$ cat config.mk
export PLATFORM = sky130hd
export DESIGN_NAME = dmx_channel
export DESIGN_NICKNAME = d
export VERILOG_FILES = /design/src/dmx_pkg.sv /design/src/dmx_sync.sv /design/src/dmx_channel.sv
export VERILOG_INCLUDE_DIRS = /design/src
export SDC_FILE = /design/constraint.sdc
export NUM_CORES = 2
export LEC_CHECK = 0
export BUFFER_PORTS_ARGS = -buffer_cell sky130_fd_sc_hd__buf_2
export CAP_MARGIN = 5
export CELL_PAD_IN_SITES_DETAIL_PLACEMENT = 1
export CELL_PAD_IN_SITES_GLOBAL_PLACEMENT = 2
export CORE_AREA = 10 10 587 474
export DETAILED_ROUTE_END_ITERATION = 10
export DIE_AREA = 0 0 597 484
export GPL_ROUTABILITY_DRIVEN = 0
export PLACE_DENSITY_LB_ADDON = 0.1
export SLEW_MARGIN = 20
export SYNTH_ARGS = -nofsm -noshare
export SYNTH_HDL_FRONTEND = slang
export SYNTH_HIERARCHICAL = 1
export SYNTH_SLANG_ARGS = --single-unit
$ cat constraint.sdc
create_clock -name i_core_clk -period 8.21 [get_ports i_core_clk]
set_input_delay 0.821 -clock i_core_clk [delete_from_list [all_inputs] [get_ports i_core_clk]]
set_output_delay 0.821 -clock i_core_clk [all_outputs]
set_load 0.03 [all_outputs]
$ cat src/dmx_map.svh
// Register offsets, field positions and reset values of the DMA channel block
`ifndef DMX_MAP_SVH
`define DMX_MAP_SVH

// ==========================================================================
// Global registers (byte addresses)
`define DMX_GE_ADDR 12'h000
`define DMX_GS_ADDR 12'h004
`define DMX_GIE_ADDR 12'h008
`define DMX_GSWR_ADDR 12'h00c
`define DMX_GSWS_ADDR 12'h010

// ==========================================================================
// Channel window: address bits [11:9] select it, [8:6] the channel, [5:0] the offset
`define DMX_CH_WINDOW 3'h1
`define DMX_CIE_OFS 6'h00
`define DMX_CIS_OFS 6'h04
`define DMX_CSA_OFS 6'h08
`define DMX_CDA_OFS 6'h0c
`define DMX_CUBC_OFS 6'h10
`define DMX_CC_OFS 6'h14
`define DMX_CNDC_OFS 6'h18
`define DMX_CBC_OFS 6'h1c
`define DMX_CDS_OFS 6'h20
`define DMX_CSUS_OFS 6'h24
`define DMX_CDUS_OFS 6'h28

// ==========================================================================
// Channel configuration fields
`define DMX_CC_TYPE 0
`define DMX_CC_MEMORY_BURST_SIZE_LSB 1
`define DMX_CC_DIR 4
`define DMX_CC_SECURE 5
`define DMX_CC_CHUNK_LSB 8
`define DMX_CC_WIDTH_LSB 11
`define DMX_CC_RDPORT 13
`define DMX_CC_WRPORT 14
`define DMX_CC_SAM_LSB 16
`define DMX_CC_DAM_LSB 18
`define DMX_CC_SOFT 23
`define DMX_CC_LINE_LSB 24
`define DMX_AM_FIXED 2'h0
`define DMX_CHUNK_MAX_LOG2 3'h4
`define DMX_MICROBLOCK_LENGTH_W 24
`define DMX_REG_RST 32'h0000_0000

`endif

$ cat src/dmx_pkg.sv
// Types shared by the DMA channel block
`default_nettype none
package dmx_pkg;
  typedef enum logic [1:0] {
    DMX_IDLE = 2'b00,
    DMX_READ = 2'b01,
    DMX_WRITE = 2'b10
  } dmx_state_type;
endpackage : dmx_pkg
`default_nettype wire

$ cat src/dmx_sync.sv
// Two-flop synchroniser for a vector of asynchronous request pins
`timescale 1ns/100ps
`default_nettype none
module dmx_sync #(
  parameter int W = 1
) (
  // Clock and reset
  input wire logic i_core_clk,
  input wire logic i_nrst,
  // Async in, synchronised out
  input wire logic [W-1:0] i_async,
  output logic [W-1:0] o_sync
);
  if (W < 1) begin : g_bad_w
    $error("dmx_sync: W must be at least 1");
  end
  logic [W-1:0] meta_r;
  logic [W-1:0] sync_r;

  always_ff @(posedge i_core_clk or negedge i_nrst) begin
    if (!i_nrst) begin
      meta_r <= '0;
      sync_r <= '0;
    end else begin
      meta_r <= i_async;
      sync_r <= meta_r;
    end
  end

  assign o_sync = sync_r;
endmodule : dmx_sync
`default_nettype wire

$ cat src/dmx_channel.sv
// Multi-channel DMA engine with peripheral and software pacing
//
// The placing of the registers and the plain strobed port were decided locally.
`timescale 1ns/100ps
`default_nettype none
`include "dmx_map.svh"
module dmx_channel #(
  parameter int NCH = 4,
  parameter int NPER = 16
) (
  // Clock and reset
  input wire logic i_core_clk,
  input wire logic i_nrst,
  // Register port
  input wire logic [11:0] i_reg_addr,
  input wire logic [31:0] i_reg_wdata,
  input wire logic i_reg_wr,
  input wire logic i_reg_rd,
  output logic [31:0] o_reg_rdata,
  // Peripheral request pins
  input wire logic [NPER-1:0] i_periph_req,
  // Memory read master
  output logic o_rd_req,
  output logic [31:0] o_rd_addr,
  output logic o_rd_port,
  input wire logic i_rd_ack,
  input wire logic [31:0] i_rd_data,
  // Memory write master
  output logic o_wr_req,
  output logic [31:0] o_wr_addr,
  output logic [31:0] o_wr_data,
  output logic o_wr_port,
  input wire logic i_wr_ack,
  // Access attributes
  output logic [1:0] o_item_width,
  output logic o_secure,
  output logic o_periph_access,
  output logic [4:0] o_burst_len,
  // Interrupt
  output logic o_irq
);
  import dmx_pkg::*;

  localparam int CHW = (NCH > 1) ? $clog2(NCH) : 1;

  // Channel index is three address bits and the line field seven bits wide
  if (NCH < 1 || NCH > 8) begin : g_bad_nch
    $error("dmx_channel: NCH must be 1..8");
  end
  if (NPER < 1 || NPER > 128) begin : g_bad_nper
    $error("dmx_channel: NPER must be 1..128");
  end

  // ========================================================================
  // Storage
  logic [NCH-1:0] busy_r, bie_r, bis_r, gie_r, soft_pacing_sel_r;
  logic [31:0] src_r [NCH];
  logic [31:0] dst_r [NCH];
  logic [31:0] cc_r [NCH];
  logic [31:0] ndc_r [NCH];
  logic [31:0] bc_r [NCH];
  logic [31:0] ds_r [NCH];
  logic [31:0] sus_r [NCH];
  logic [31:0] dus_r [NCH];
  logic [`DMX_MICROBLOCK_LENGTH_W-1:0] microblock_length_r [NCH];
  logic [NPER-1:0] req_sync, req_prev_r, hwpend_r;
  dmx_state_type st_r;
  logic [CHW-1:0] act_ch_r;
  logic [4:0] seg_r;
  logic [31:0] data_r, rdata_r;

  // ========================================================================
  // Register decode
  logic ch_hit;
  logic [2:0] rch;
  logic [5:0] ofs;
  logic [NCH-1:0] ch_wr, cis_rd;
  always_comb begin
    ch_hit = (i_reg_addr[11:9] == `DMX_CH_WINDOW) && (32'(i_reg_addr[8:6]) < NCH);
    rch = i_reg_addr[8:6];
    ofs = i_reg_addr[5:0];
    for (int c = 0; c < NCH; c++) begin
      ch_wr[c] = i_reg_wr && ch_hit && (32'(rch) == c);
      cis_rd[c] = i_reg_rd && ch_hit && (32'(rch) == c) && (ofs == `DMX_CIS_OFS);
    end
  end
  wire logic glb_wr = i_reg_wr && !i_reg_addr[11];

  // ========================================================================
  // Pacing: edge detect of synchronised lines, channel readiness, arbitration
  dmx_sync #(.W(NPER)) u_req_sync (
    .i_core_clk(i_core_clk),
    .i_nrst(i_nrst),
    .i_async(i_periph_req),
    .o_sync(req_sync)
  );

  logic [NCH-1:0] rdy, lin0, rem0;
  logic pick_vld;
  logic [CHW-1:0] pick_ch;
  always_comb begin
    pick_vld = 1'b0;
    pick_ch = '0;
    for (int c = NCH - 1; c >= 0; c--) begin
      lin0[c] = ~|{ndc_r[c], bc_r[c], ds_r[c], sus_r[c], dus_r[c]};
      rem0[c] = (microblock_length_r[c] == '0);
      rdy[c] = rem0[c] || !cc_r[c][`DMX_CC_TYPE];
      if (cc_r[c][`DMX_CC_SOFT]) begin
        rdy[c] = rdy[c] || soft_pacing_sel_r[c];
      end else begin
        for (int l = 0; l < NPER; l++) begin
          if (32'(cc_r[c][`DMX_CC_LINE_LSB +: 7]) == l && hwpend_r[l]) begin
            rdy[c] = 1'b1;
          end
        end
      end
      if (busy_r[c] && rdy[c]) begin
        pick_vld = 1'b1;
        pick_ch = CHW'(c);
      end
    end
  end

  // ========================================================================
  // Engine events
  wire logic [CHW-1:0] ev_ch = (st_r == DMX_IDLE) ? pick_ch : act_ch_r;
  wire logic [31:0] ev_cc = cc_r[ev_ch];
  wire logic [31:0] act_cc = cc_r[act_ch_r];
  wire logic wr_done = (st_r == DMX_WRITE) && i_wr_ack;
  logic blk_end, chunk_end;
  logic [NCH-1:0] blk_vec, clr_sw;
  logic [NPER-1:0] clr_line;
  logic [2:0] chunk_log2;
  logic [4:0] seg_len, seg_ld;
  logic [31:0] step;
  always_comb begin
    blk_end = ((st_r == DMX_IDLE) && pick_vld && rem0[pick_ch]) ||
              (wr_done && (microblock_length_r[act_ch_r] == `DMX_MICROBLOCK_LENGTH_W'(1)));
    chunk_end = blk_end || (wr_done && (seg_r == 5'h01));
    blk_vec = '0;
    clr_sw = '0;
    clr_line = '0;
    blk_vec[ev_ch] = blk_end;
    if (chunk_end && ev_cc[`DMX_CC_TYPE] && ev_cc[`DMX_CC_SOFT]) begin
      clr_sw[ev_ch] = 1'b1;
    end
    for (int l = 0; l < NPER; l++) begin
      if (chunk_end && ev_cc[`DMX_CC_TYPE] && !ev_cc[`DMX_CC_SOFT] &&
          32'(ev_cc[`DMX_CC_LINE_LSB +: 7]) == l) begin
        clr_line[l] = 1'b1;
      end
    end
    // Chunk field above the largest size saturates rather than wrapping
    chunk_log2 = (ev_cc[`DMX_CC_CHUNK_LSB +: 3] > `DMX_CHUNK_MAX_LOG2) ?
                 `DMX_CHUNK_MAX_LOG2 : ev_cc[`DMX_CC_CHUNK_LSB +: 3];
    if (ev_cc[`DMX_CC_TYPE]) begin
      seg_len = 5'h01 << chunk_log2;
    end else begin
      seg_len = 5'h01 << ev_cc[`DMX_CC_MEMORY_BURST_SIZE_LSB +: 2];
    end
    seg_ld = (microblock_length_r[ev_ch] < `DMX_MICROBLOCK_LENGTH_W'(seg_len)) ? microblock_length_r[ev_ch][4:0] : seg_len;
    step = 32'h0000_0001 << act_cc[`DMX_CC_WIDTH_LSB +: 2];
  end

  // ========================================================================
  // Sequencer: one item at a time, read then write
  always_ff @(posedge i_core_clk or negedge i_nrst) begin
    if (!i_nrst) begin
      st_r <= DMX_IDLE;
      act_ch_r <= '0;
      seg_r <= 5'h00;
    end else begin
      case (st_r)
        DMX_IDLE: begin
          if (pick_vld && !rem0[pick_ch]) begin
            act_ch_r <= pick_ch;
            seg_r <= seg_ld;
            st_r <= DMX_READ;
          end
        end
        DMX_READ: begin
          if (i_rd_ack) begin
            st_r <= DMX_WRITE;
          end
        end
        DMX_WRITE: begin
          if (i_wr_ack) begin
            seg_r <= seg_r - 5'h01;
            st_r <= chunk_end ? DMX_IDLE : DMX_READ;
          end
        end
        default: begin
          st_r <= DMX_IDLE;
        end
      endcase
    end
  end

  always_ff @(posedge i_core_clk or negedge i_nrst) begin
    if (!i_nrst) begin
      data_r <= 32'h0000_0000;
    end else if (st_r == DMX_READ && i_rd_ack) begin
      data_r <= i_rd_data;
    end
  end

  // ========================================================================
  // Channel registers; engine updates win over a software write in the same cycle
  always_ff @(posedge i_core_clk or negedge i_nrst) begin
    if (!i_nrst) begin
      for (int c = 0; c < NCH; c++) begin
        src_r[c] <= `DMX_REG_RST;
        dst_r[c] <= `DMX_REG_RST;
        microblock_length_r[c] <= '0;
      end
    end else begin
      for (int c = 0; c < NCH; c++) begin
        if (ch_wr[c] && ofs == `DMX_CSA_OFS) src_r[c] <= i_reg_wdata;
        if (ch_wr[c] && ofs == `DMX_CDA_OFS) dst_r[c] <= i_reg_wdata;
        if (ch_wr[c] && ofs == `DMX_CUBC_OFS) microblock_length_r[c] <= i_reg_wdata[`DMX_MICROBLOCK_LENGTH_W-1:0];
      end
      if (wr_done) begin
        microblock_length_r[act_ch_r] <= microblock_length_r[act_ch_r] - `DMX_MICROBLOCK_LENGTH_W'(1);
        if (act_cc[`DMX_CC_SAM_LSB +: 2] != `DMX_AM_FIXED) begin
          src_r[act_ch_r] <= src_r[act_ch_r] + step;
        end
        if (act_cc[`DMX_CC_DAM_LSB +: 2] != `DMX_AM_FIXED) begin
          dst_r[act_ch_r] <= dst_r[act_ch_r] + step;
        end
      end
    end
  end

  always_ff @(posedge i_core_clk or negedge i_nrst) begin
    if (!i_nrst) begin
      for (int c = 0; c < NCH; c++) begin
        cc_r[c] <= `DMX_REG_RST;
        ndc_r[c] <= `DMX_REG_RST;
        bc_r[c] <= `DMX_REG_RST;
        ds_r[c] <= `DMX_REG_RST;
        sus_r[c] <= `DMX_REG_RST;
        dus_r[c] <= `DMX_REG_RST;
      end
    end else begin
      for (int c = 0; c < NCH; c++) begin
        if (ch_wr[c] && ofs == `DMX_CC_OFS) cc_r[c] <= i_reg_wdata;
        if (ch_wr[c] && ofs == `DMX_CNDC_OFS) ndc_r[c] <= i_reg_wdata;
        if (ch_wr[c] && ofs == `DMX_CBC_OFS) bc_r[c] <= i_reg_wdata;
        if (ch_wr[c] && ofs == `DMX_CDS_OFS) ds_r[c] <= i_reg_wdata;
        if (ch_wr[c] && ofs == `DMX_CSUS_OFS) sus_r[c] <= i_reg_wdata;
        if (ch_wr[c] && ofs == `DMX_CDUS_OFS) dus_r[c] <= i_reg_wdata;
      end
    end
  end

  // ========================================================================
  // Flags; every hardware set wins over a clear in the same cycle
  logic [NCH-1:0] ge_start, sw_set, bie_wr;
  always_comb begin
    ge_start = (glb_wr && i_reg_addr == `DMX_GE_ADDR) ? i_reg_wdata[NCH-1:0] : '0;
    sw_set = (glb_wr && i_reg_addr == `DMX_GSWR_ADDR) ? i_reg_wdata[NCH-1:0] : '0;
    for (int c = 0; c < NCH; c++) begin
      bie_wr[c] = ch_wr[c] && (ofs == `DMX_CIE_OFS);
    end
  end

  always_ff @(posedge i_core_clk or negedge i_nrst) begin
    if (!i_nrst) begin
      busy_r <= '0;
      bis_r <= '0;
      soft_pacing_sel_r <= '0;
      hwpend_r <= '0;
      req_prev_r <= '0;
    end else begin
      // A start is refused while list or stride registers hold anything
      busy_r <= (busy_r & ~blk_vec) | (ge_start & lin0);
      bis_r <= (bis_r & ~cis_rd) | blk_vec;
      soft_pacing_sel_r <= (soft_pacing_sel_r & ~clr_sw) | sw_set;
      req_prev_r <= req_sync;
      hwpend_r <= (hwpend_r & ~clr_line) | (req_sync & ~req_prev_r);
    end
  end

  always_ff @(posedge i_core_clk or negedge i_nrst) begin
    if (!i_nrst) begin
      bie_r <= '0;
      gie_r <= '0;
    end else begin
      for (int c = 0; c < NCH; c++) begin
        if (bie_wr[c]) bie_r[c] <= i_reg_wdata[0];
      end
      if (glb_wr && i_reg_addr == `DMX_GIE_ADDR) gie_r <= i_reg_wdata[NCH-1:0];
    end
  end

  // ========================================================================
  // Read port: data in the cycle after the strobe only
  logic [31:0] rd_val;
  always_comb begin
    rd_val = 32'h0000_0000;
    if (ch_hit) begin
      case (ofs)
        `DMX_CIE_OFS: rd_val = {31'h0, bie_r[rch[CHW-1:0]]};
        `DMX_CIS_OFS: rd_val = {31'h0, bis_r[rch[CHW-1:0]]};
        `DMX_CSA_OFS: rd_val = src_r[rch[CHW-1:0]];
        `DMX_CDA_OFS: rd_val = dst_r[rch[CHW-1:0]];
        `DMX_CUBC_OFS: rd_val = 32'(microblock_length_r[rch[CHW-1:0]]);
        `DMX_CC_OFS: rd_val = cc_r[rch[CHW-1:0]];
        `DMX_CNDC_OFS: rd_val = ndc_r[rch[CHW-1:0]];
        `DMX_CBC_OFS: rd_val = bc_r[rch[CHW-1:0]];
        `DMX_CDS_OFS: rd_val = ds_r[rch[CHW-1:0]];
        `DMX_CSUS_OFS: rd_val = sus_r[rch[CHW-1:0]];
        `DMX_CDUS_OFS: rd_val = dus_r[rch[CHW-1:0]];
        default: rd_val = 32'h0000_0000;
      endcase
    end else begin
      case (i_reg_addr)
        `DMX_GS_ADDR: rd_val = 32'(busy_r);
        `DMX_GIE_ADDR: rd_val = 32'(gie_r);
        `DMX_GSWS_ADDR: rd_val = 32'(soft_pacing_sel_r);
        default: rd_val = 32'h0000_0000;
      endcase
    end
  end

  always_ff @(posedge i_core_clk or negedge i_nrst) begin
    if (!i_nrst) begin
      rdata_r <= 32'h0000_0000;
    end else begin
      rdata_r <= i_reg_rd ? rd_val : 32'h0000_0000;
    end
  end

  // ========================================================================
  // Outputs
  always_comb begin
    o_reg_rdata = rdata_r;
    o_rd_req = (st_r == DMX_READ);
    o_wr_req = (st_r == DMX_WRITE);
    o_rd_addr = src_r[act_ch_r];
    o_wr_addr = dst_r[act_ch_r];
    o_wr_data = data_r;
    o_rd_port = act_cc[`DMX_CC_RDPORT];
    o_wr_port = act_cc[`DMX_CC_WRPORT];
    o_item_width = act_cc[`DMX_CC_WIDTH_LSB +: 2];
    o_secure = act_cc[`DMX_CC_SECURE];
    // Direction one: memory to peripheral, so the write side is the peripheral
    o_periph_access = act_cc[`DMX_CC_TYPE] &&
                      (o_wr_req ? act_cc[`DMX_CC_DIR] : !act_cc[`DMX_CC_DIR]);
    o_burst_len = seg_r;
    o_irq = |(bis_r & bie_r & gie_r);
  end

  // ========================================================================
  // Assertions
  property p_start;
    @(posedge i_core_clk) disable iff (!i_nrst)
    (ge_start[0] && lin0[0] && !blk_vec[0]) |=> busy_r[0];
  endproperty
  a_start: assert property (p_start) else $error("start did not set busy");
  property p_blk;
    @(posedge i_core_clk) disable iff (!i_nrst)
    (blk_end && !ge_start[ev_ch]) |=> (bis_r[$past(ev_ch)] && !busy_r[$past(ev_ch)]);
  endproperty
  a_blk: assert property (p_blk) else $error("block end flags wrong");
  property p_irq;
    @(posedge i_core_clk) disable iff (!i_nrst)
    (blk_vec[0] && bie_r[0] && gie_r[0] && !glb_wr) |=> o_irq;
  endproperty
  a_irq: assert property (p_irq) else $error("interrupt gating wrong");
  property p_sw;
    @(posedge i_core_clk) disable iff (!i_nrst)
    (sw_set != '0) |=> ((soft_pacing_sel_r & $past(sw_set)) == $past(sw_set)) ##1
      (((soft_pacing_sel_r | $past(clr_sw)) & $past(sw_set, 2)) == $past(sw_set, 2));
  endproperty
  a_sw: assert property (p_sw) else $error("soft request lost");
  property p_gsws;
    @(posedge i_core_clk) disable iff (!i_nrst)
    ((~soft_pacing_sel_r & $past(soft_pacing_sel_r)) != '0) |-> $past(chunk_end);
  endproperty
  a_gsws: assert property (p_gsws) else $error("pending cleared without service");
  property p_cis;
    @(posedge i_core_clk) disable iff (!i_nrst)
    (cis_rd[0] && bis_r[0] && !blk_vec[0]) |=> (o_reg_rdata[0] && !bis_r[0]);
  endproperty
  a_cis: assert property (p_cis) else $error("status read did not clear");
  property p_m2m;
    @(posedge i_core_clk) disable iff (!i_nrst)
    (st_r == DMX_IDLE && busy_r[0] && !cc_r[0][`DMX_CC_TYPE] && !rem0[0]) |=> st_r == DMX_READ;
  endproperty
  a_m2m: assert property (p_m2m) else $error("memory copy did not start");
  property p_adv;
    @(posedge i_core_clk) disable iff (!i_nrst)
    (wr_done && act_cc[`DMX_CC_SAM_LSB +: 2] != `DMX_AM_FIXED && !ch_wr[act_ch_r])
      |=> src_r[$past(act_ch_r)] == $past(src_r[act_ch_r]) + $past(step);
  endproperty
  a_adv: assert property (p_adv) else $error("source address did not advance");
  property p_hold;
    @(posedge i_core_clk) disable iff (!i_nrst)
    (o_rd_req && !i_rd_ack) |=> (o_rd_req && $stable(o_secure) && $stable(o_rd_port));
  endproperty
  a_hold: assert property (p_hold) else $error("read request dropped");
  property p_seg;
    @(posedge i_core_clk) disable iff (!i_nrst)
    (st_r == DMX_IDLE && pick_vld && ev_cc[`DMX_CC_TYPE] && !rem0[pick_ch])
      |=> (seg_r != 5'h00 && seg_r <= 5'h10);
  endproperty
  a_seg: assert property (p_seg) else $error("chunk size out of range");
  c_blk: cover property (@(posedge i_core_clk) disable iff (!i_nrst) blk_end && o_irq == 1'b0);
  c_soft: cover property (@(posedge i_core_clk) disable iff (!i_nrst) clr_sw != '0);
  c_hw: cover property (@(posedge i_core_clk) disable iff (!i_nrst) clr_line != '0);
  c_cis: cover property (@(posedge i_core_clk) disable iff (!i_nrst) cis_rd[0] && bis_r[0]);
endmodule : dmx_channel
`default_nettype wire

Word level (Yosys, flattened, before mapping)
Index checks and enable logic that the tools add are counted.
W data, S select, Z words.
{"block": "totals", "inputBits": 98, "word_cells": 583, "output_inout_bits": 142, "reg_bits": 1277}
{"block": "classes", "n_shift": 3, "add_sub_neg": 4, "magnitude_cmp": 11, "eq_ne": 100, "bitwise": 21, "muxes": 189, "n_reduce_logical": 202}
{"op": "$mux W32", "count": 31}
{"op": "$bmux W32 S2", "count": 12}
{"op": "$reduce_or A160 Y1", "count": 4}
{"op": "$mux W128", "count": 4}
{"op": "$pmux W32 S11", "count": 1}
{"op": "$eq A7 B4 Y1 const B", "count": 40}
{"op": "$mux W24", "count": 11}
{"op": "$bwmux W128", "count": 2}
{"op": "$logic_and A1 B1 Y1", "count": 156}
{"op": "$bmux W24 S2", "count": 3}
{"op": "$eq A7 B3 Y1 const B", "count": 20}
{"op": "$bwmux W96", "count": 1}
{"op": "$logic_not A24 Y1", "count": 4}
{"op": "$mux W96", "count": 1}
{"op": "$mux W1", "count": 94}
{"op": "$eq A7 B2 Y1 const B", "count": 10}
{"op": "$add A32 B32 Y32", "count": 2}
{"op": "$demux W32 S2", "count": 1}
{"op": "$mux W31", "count": 2}
{"op": "$demux W24 S2", "count": 1}
{"op": "$mux W20", "count": 2}
{"op": "$eq A7 B1 Y1 const B", "count": 5}
{"op": "$logic_not A7 Y1", "count": 5}
{"op": "$and A16 B16 Y16", "count": 2}
{"op": "other kinds (51)", "count": 116}

Depth between registers and ports, before layout
{"block": "depth", "depth_word": 37, "depth_mapped": 25, "ltp_nobuf": 18}

Hierarchy
The synthesis kept the hierarchy.
{"mod": "dmx_channel", "seq_area_each_um2": 31154.9, "cells_per_inst": 5182, "n_inst": 1, "area_each_um2": 65392.7}
{"mod": "dmx_sync", "seq_area_each_um2": 800.8, "cells_per_inst": 32, "n_inst": 1, "area_each_um2": 800.8}

Worst setup path before layout
OpenSTA, ideal clock, no wires.
{"block": "synth_timing", "kind": "reg2reg", "start": "register act_ch_r[0]", "end": "register dst_r[27] (netlist name)", "arrival_ns": 5.572, "n_path_buf": 10, "period_less_slack_ns": 5.649, "setup_slack_ns": 2.561, "required_time_ns": 8.133, "path_stages_with_launch": 24, "setup_ns": 0.077, "path_cell_list": "dfrtp_1 > buf_2 > buf_2 > buf_2 > buf_2 > buf_2 > buf_2 > buf_2 > buf_2 > buf_2 > mux4_2 > ha_1 > a21o_1 > a21oi_1 > nor2b_1 > o211a_1 > and2_1 > clkbuf_1 > nand2_1 > nor3_1 > nand3_1 > xnor2_1 > nor2_1 > a21oi_1"}
{"block": "synth_between", "word_cells_on_any_way": 18, "classes_between": "add/sub (1); order compare (2); shift (1); mux (11); bitwise (1); reduce/logical (2)"}
{"item": "start: declaration", "line_no": "dmx_channel.sv:68", "text": "logic [CHW-1:0] act_ch_r;"}
{"item": "start signal: assignment", "line_no": "dmx_channel.sv:176", "text": "act_ch_r <= pick_ch;"}
{"item": "$not A2 Y3"}
{"item": "$bmux W32 S2"}
{"item": "$mux W32 (2 in a row)"}
{"item": "via o_wr_addr[1]", "line_no": "dmx_channel.sv:30", "text": "output logic [31:0] o_wr_addr,"}
{"item": "$add A32 B32 Y32", "line_no": "dmx_channel.sv:228", "text": "dst_r[act_ch_r] <= dst_r[act_ch_r] + step;"}
{"item": "$bwmux W128", "line_no": "dmx_channel.sv:228"}
{"item": "$mux W128", "line_no": "dmx_channel.sv:227", "text": "if (act_cc[`DMX_CC_DAM_LSB +: 2] != `DMX_AM_FIXED) begin"}
{"item": "$mux W128", "line_no": "dmx_channel.sv:222", "text": "if (wr_done) begin"}
{"item": "end signal: indexed assignment", "line_no": "dmx_channel.sv:213", "text": "dst_r[c] <= `DMX_REG_RST;"}
{"item": "end signal: indexed assignment", "line_no": "dmx_channel.sv:219", "text": "if (ch_wr[c] && ofs == `DMX_CDA_OFS) dst_r[c] <= i_reg_wdata;"}
{"item": "end signal: indexed assignment", "line_no": "dmx_channel.sv:228"}
{"item": "end: declaration", "line_no": "dmx_channel.sv:58", "text": "logic [31:0] dst_r [NCH];"}
The timed path passes the listed nets, and every way through them passes these cells. The select of a mux whose other input is x is not followed.
A chain may end at the register's enable or synchronous reset.

Final worst setup path
{"block": "layout_timing", "start": "register microblock_length_r[54] (netlist name)", "end": "register seg_r[3], in the netlist o_burst_len[3]"}
{"block": "layout_between", "elab_chain_len": 35, "word_cells_on_any_way": 48, "classes_between": "order compare (2); eq/ne (1); shift (2); mux (35); bitwise (1); reduce/logical (7)"}
{"item": "start: declaration", "line_no": "dmx_channel.sv:65", "text": "logic [`DMX_MICROBLOCK_LENGTH_W-1:0] microblock_length_r [NCH];"}
{"item": "start signal: indexed assignment", "line_no": "dmx_channel.sv:220", "text": "if (ch_wr[c] && ofs == `DMX_CUBC_OFS) microblock_length_r[c] <= i_reg_wdata[`DMX_MICROBLOCK_LENGTH_W-1:0];"}
{"item": "start signal: indexed assignment", "line_no": "dmx_channel.sv:223", "text": "microblock_length_r[act_ch_r] <= microblock_length_r[act_ch_r] - `DMX_MICROBLOCK_LENGTH_W'(1);"}
{"item": "$logic_not A24 Y1", "line_no": "dmx_channel.sv:106", "text": "rem0[c] = (microblock_length_r[c] == '0);"}
{"item": "$logic_or A1 B1 Y1", "line_no": "dmx_channel.sv:107", "text": "rdy[c] = rem0[c] || !cc_r[c][`DMX_CC_TYPE];"}
{"item": "$mux W1 (16 in a row)", "line_no": "dmx_channel.sv:112", "text": "if (32'(cc_r[c][`DMX_CC_LINE_LSB +: 7]) == l && hwpend_r[l]) begin"}
{"item": "$mux W1", "line_no": "dmx_channel.sv:108", "text": "if (cc_r[c][`DMX_CC_SOFT]) begin"}
{"item": "$logic_and A1 B1 Y1", "line_no": "dmx_channel.sv:117", "text": "if (busy_r[c] && rdy[c]) begin"}
{"item": "$mux W2 (2 in a row)", "line_no": "dmx_channel.sv:117"}
{"item": "$mux W2", "line_no": "dmx_channel.sv:126", "text": "wire logic [CHW-1:0] ev_ch = (st_r == DMX_IDLE) ? pick_ch : act_ch_r;"}
{"item": "$not A2 Y3 (not written as such)", "line_no": "dmx_channel.sv:127, dmx_channel.sv:161"}
{"item": "[... 3 more ...]"}
{"item": "$gt A3 B3 Y1 (no line)"}
{"item": "$mux W3", "line_no": "dmx_channel.sv:154", "text": "chunk_log2 = (ev_cc[`DMX_CC_CHUNK_LSB +: 3] > `DMX_CHUNK_MAX_LOG2) ?"}
{"item": "$shl A1 B3 Y5", "line_no": "dmx_channel.sv:157", "text": "seg_len = 5'h01 << chunk_log2;"}
{"item": "$mux W5", "line_no": "dmx_channel.sv:156", "text": "if (ev_cc[`DMX_CC_TYPE]) begin"}
{"item": "$lt A24 B5 Y1", "line_no": "dmx_channel.sv:161", "text": "seg_ld = (microblock_length_r[ev_ch] < `DMX_MICROBLOCK_LENGTH_W'(seg_len)) ? microblock_length_r[ev_ch][4:0] : ..."}
{"item": "$mux W5", "line_no": "dmx_channel.sv:161"}
{"item": "$mux W5", "line_no": "dmx_channel.sv:175", "text": "if (pick_vld && !rem0[pick_ch]) begin"}
{"item": "$pmux W5 S2", "line_no": "dmx_channel.sv:173", "text": "case (st_r)"}
{"item": "end signal: assignment", "line_no": "dmx_channel.sv:177", "text": "seg_r <= seg_ld;"}
{"item": "end signal: assignment", "line_no": "dmx_channel.sv:188", "text": "seg_r <= seg_r - 5'h01;"}
{"item": "end: declaration", "line_no": "dmx_channel.sv:69", "text": "logic [4:0] seg_r;"}
Parallel ways exist; a longest one is shown, timed or not. The select of a mux whose other input is x is not followed.

==> tab_implementation.tex <==
\begin{tabular}{lr}
\hline
Metric & Value \\
\hline
\multicolumn{2}{l}{\textbf{Drt}} \\
Aggregate routed wire length & 318 mm \\
Average wire per standard cell & 35.5 um \\
Via/cell ratio & 5.35 \\
First drt pass iteration count & 7 \\
Antenna-violating nets left & 0 \\
DRC violations left & 0 \\
1st-iter DRT viols & 3929 \\
Vias & 47900 \\
\multicolumn{2}{l}{\textbf{STA}} \\
Maximum clock rate & 0.162 GHz \\
Unrepaired setup endpoints after global routing & no \\
Shortest period the worst path allows & 6.16 ns \\
Final hold vios & 0 \\
Setup slack of the critical path after layout & 2.05 ns \\
Worst clock skew on the final layout & 0.0687 ns \\
Number of endpoints failing setup at the final stage & 0 \\
Setup TNS & 0 ns \\
Worst slew margin & 7.67\% \\
Final worst-path cycle share & 75.0\% \\
Smallest hold slack & 0.0949 ns \\
Final Max Tran Viols & 0 \\
Transition time at the pin with the least slew margin & 1.37 ns \\
\multicolumn{2}{l}{\textbf{Floorplan}} \\
Die span in y & 484 um \\
Starting utilization of the core area & 24.8\% \\
Horizontal extent of the die & 597 um \\
Top-level port count & 240 \\
Number of standard-cell rows in the floorplan & 170 \\
Total die area & 289000 um\^{}2 \\
Placeable core area & 267000 um\^{}2 \\
\multicolumn{2}{l}{\textbf{Setup path}} \\
Critical path destination & o\_burst\_len[3] \\
Kind of start point of the critical path & register \\
Crit path kind & register to register \\
Crit Path Max Fanout & 19 \\
CP Launch Point & microblock\_length\_r[54] \\
Crit. End Element & register \\
Setup slack on the worst flop-to-flop path & 2.05 ns \\
Cells on worst reg2reg path & 18 \\
Required time worst endpoint & 8.91 ns \\
Critical register-to-register path startpoint & microblock\_length\_r[54] \\
Arrival time at the worst endpoint & 6.86 ns \\
Capture point of the worst reg-to-reg path & o\_burst\_len[3] \\
\multicolumn{2}{l}{\textbf{Clocking}} \\
Clock Sinks & 1277 \\
H-tree lvl count & 4 \\
Maximum clock path buffer count & 4 \\
Clock latency of the later-clocked register in the worst-skew pair & 0.88 ns \\
Postcts setup bufs & 0 \\
Clock Root Buffer & clkbuf\_16 \\
CTS clock-pin slew for the worst setup and hold paths & 0.07 ns \\
CTS tree & done \\
Post\_cts resized & 0 \\
Number of buffers inserted during clock tree synthesis & 165 \\
\multicolumn{2}{l}{\textbf{Power and ir drop}} \\
Leakage power total & 33.6 nW \\
Register share of total power & 40.6\% \\
Final total power & 0.0167 W \\
Worst voltage drop across the vdd grid & 0.158 mV \\
Combinational share of power & 15.3\% \\
Switching power of the nets & 0.00504 W \\
Internal Dissipation & 0.0117 W \\
Clk pwr share & 44.1\% \\
Switching power as a share of total power & 30.1\% \\
Areal power density over the cells & 218 nW/um\^{}2 \\
\multicolumn{2}{l}{\textbf{Synthesis}} \\
Post-synth EDFFs & 0 \\
Fraction of synthesized area in multiplexers & 31.3\% \\
Most used flip-flop cell after synthesis & dfrtp\_1 \\
Xor and xnor fraction of the mapped netlist area & 1.10\% \\
Post-synthesis cell type count & 77 \\
Share of synthesized cell area in and, or, nand and nor gates & 8.32\% \\
Syn. warnings & 6 \\
Flip-flop and latch count after synthesis & 1277 \\
Sequential-to-total area share from yosys stat & 48.3\% \\
Synth Cell Area & 66200 um\^{}2 \\
Compound-cell area share of the yosys netlist & 7.66\% \\
Post-synthesis adder-cell area fraction & 0.363\% \\
Mapped Cells & 5214 \\
Combinational family with the most area after synthesis & multiplexers \\
Proportion of synthesized flip-flops having asynchronous set or reset & 100\% \\
Syn avg cell area & 12.7 um\^{}2 \\
Syn nets & 5330 \\
\multicolumn{2}{l}{\textbf{Placement}} \\
Number of port buffers & 239 \\
Post-DP HPWL & 213 mm \\
DP Worst Slack & 2.11 ns \\
\multicolumn{2}{l}{\textbf{Cells and area}} \\
Post-Route Utilization & 28.8\% \\
Area of the multi-input gates & 32600 um\^{}2 \\
Layout cells sized above 1 & 36.8\% \\
Area Growth Syn to Fin & 16.2\% \\
Final net count & 5417 \\
Number of fillers in the final layout & 28700 \\
Area taken by flip-flops and latches & 32000 um\^{}2 \\
\multicolumn{2}{l}{\textbf{Global routing}} \\
Overflow left after global routing & 0 \\
Gr usage total & 21.4\% \\
Antenna violations before repair & 40 \\
Vias in the first global route & 49800 \\
Pin count of the biggest net entering global routing & 142 \\
Global-route wire length before repair & 441 mm \\
\multicolumn{2}{l}{\textbf{Job}} \\
Max-capacitance violation count & 0 \\
\multicolumn{2}{l}{\textbf{Outcome}} \\
Run status & finished clean \\
\multicolumn{2}{l}{\textbf{Min path}} \\
Tightest Hold Check Type & primary input to register \\
\hline
\end{tabular}
-- kinds of logic after synthesis --
| logic type | count (synthesis) |
|---|---|
| compound gates | 792 |
| xor+xnor | 83 |
| fa+ha+maj | 18 |
| buf+inv | 511 |
| flops | 1277 |
| mux | 1473 |
| simple gates | 1060 |
-- layout make-up --
class                   instances  share of cell area (%)
clock buffers                 236                    6.09
multi-input cells            3426                    42.4
flip-flops and latches       1277                    41.6
well taps                    3526                    5.74
inverters                      40                   0.195
diodes                         10                  0.0325
repair buffers                391                    3.25
clock inverters                45                   0.714
-- layer usage --
metal  vias up  routed length [um]  global-route usage [%]
li1      19900                   -                       -
met1     26400              151000                    31.8
met2      1287              140000                    32.5
met3       295               19600                    3.87
met4         8                6450                    4.02
met5         -                  42                       0
-- sequential cells by signal, summed over array words and instances (netlist names), 32 cells and up --
register	flops
o_wr_data	32
ndc_r	128
bc_r	128
dst_r	128
sus_r	128
cc_r	128
microblock_length_r	96
src_r	128
ds_r	128
dus_r	128
o_reg_rdata	32
-- Yosys cell counts (all sizes together) (71+ instances only) --
cell    instances  share of area, %
o21ai         197               1.5
nor2          135              0.77
clkbuf        379               2.1
buf            92              0.64
a211oi        165               1.9
dfrtp        1277                48
nor4          188               1.8
a21oi         222               1.7
mux2i         192               2.9
nand2         312               1.8
a22oi          71              0.81
nor2b         180               1.7
mux4          386                13
mux2          895                15
-- critical path: stages (launching register included) --
cell and delay [ns]:
dfrtp_1 0.41, nor4_1 0.56, nand4_1 0.38, o41ai_1 0.80
o21ai_0 0.27, or2_2 0.34, nand3_1 0.10, o21a_1 0.70
mux2i_1 0.54, nor2_1 0.11, a32o_1 0.25, inv_1 0.07
ha_1 0.22, o21a_1 0.19, o21a_1 0.16, o21ai_0 0.43
nand2_1 0.21, nand3b_1 0.17, o211ai_1 0.10
-- worst min path at each step --
stage               depth (start not counted)  slack, ns                   from               endpoint
floorplan                                   0       0.33   u_req_sync/meta_r[0]   u_req_sync/o_sync[0]
global placement                            0       0.33  u_req_sync/meta_r[13]  u_req_sync/o_sync[13]
detailed placement                          0       0.34   u_req_sync/meta_r[5]   u_req_sync/o_sync[5]
CTS                                         1       0.03        i_periph_req[6]   u_req_sync/meta_r[6]
global route                                1       0.04       i_periph_req[14]  u_req_sync/meta_r[14]
finish                                      1       0.09       i_periph_req[14]  u_req_sync/meta_r[14]
-- stage by stage --
step	std cells	cell area, um^2
3_3_place_gp	8659	71600
5_1_grt	8942	76900
6_report	8951	76900
4_1_cts	8941	76900
3_5_place_dp	8659	71600
2_1_floorplan	5214	66200
-- cells in the final DEF (no fill, tap or decap), drive strengths merged, types with 9 or more instances in the layout --
cell       n
buf      390
xnor2     47
a21oi    222
nand4     60
clkinv    28
dfrtp   1277
and2      14
diode     10
ha        16
nor3      44
clkbuf   236
and3      17
bufinv    12
nor2b    180
mux2     895
xor2      36
o22a      10
nand3     38
nor2     135
mux2i    192
a22o      16
a22oi     71
o21ai    197
nand2b    18
nand3b     9
inv       43
a41oi     23
nor4     188
mux4     386
o31ai     16
a211oi   165
nand2    312
or2        9
-- power by group through the flow --
| stage | sequential [W] | combinational, W | clock, W |
|---|---|---|---|
| 2_1_floorplan | 0.00696 | 0.00135 | 0 |
| 3_3_place_gp | 0.00690 | 0.00262 | 0 |
| 3_5_place_dp | 0.00691 | 0.00261 | 0 |
| 4_1_cts | 0.00680 | 0.00262 | 0.00762 |
| 5_1_grt | 0.00683 | 0.00276 | 0.00787 |
| 6_report | 0.00679 | 0.00257 | 0.00738 |
-- repair_timing --
action,CTS,global route
setup endpoints to repair,0,0
hold endpoints to repair,61,0
hold buffers,1,0
No activity file was read; power rests on OpenSTA's default activity.
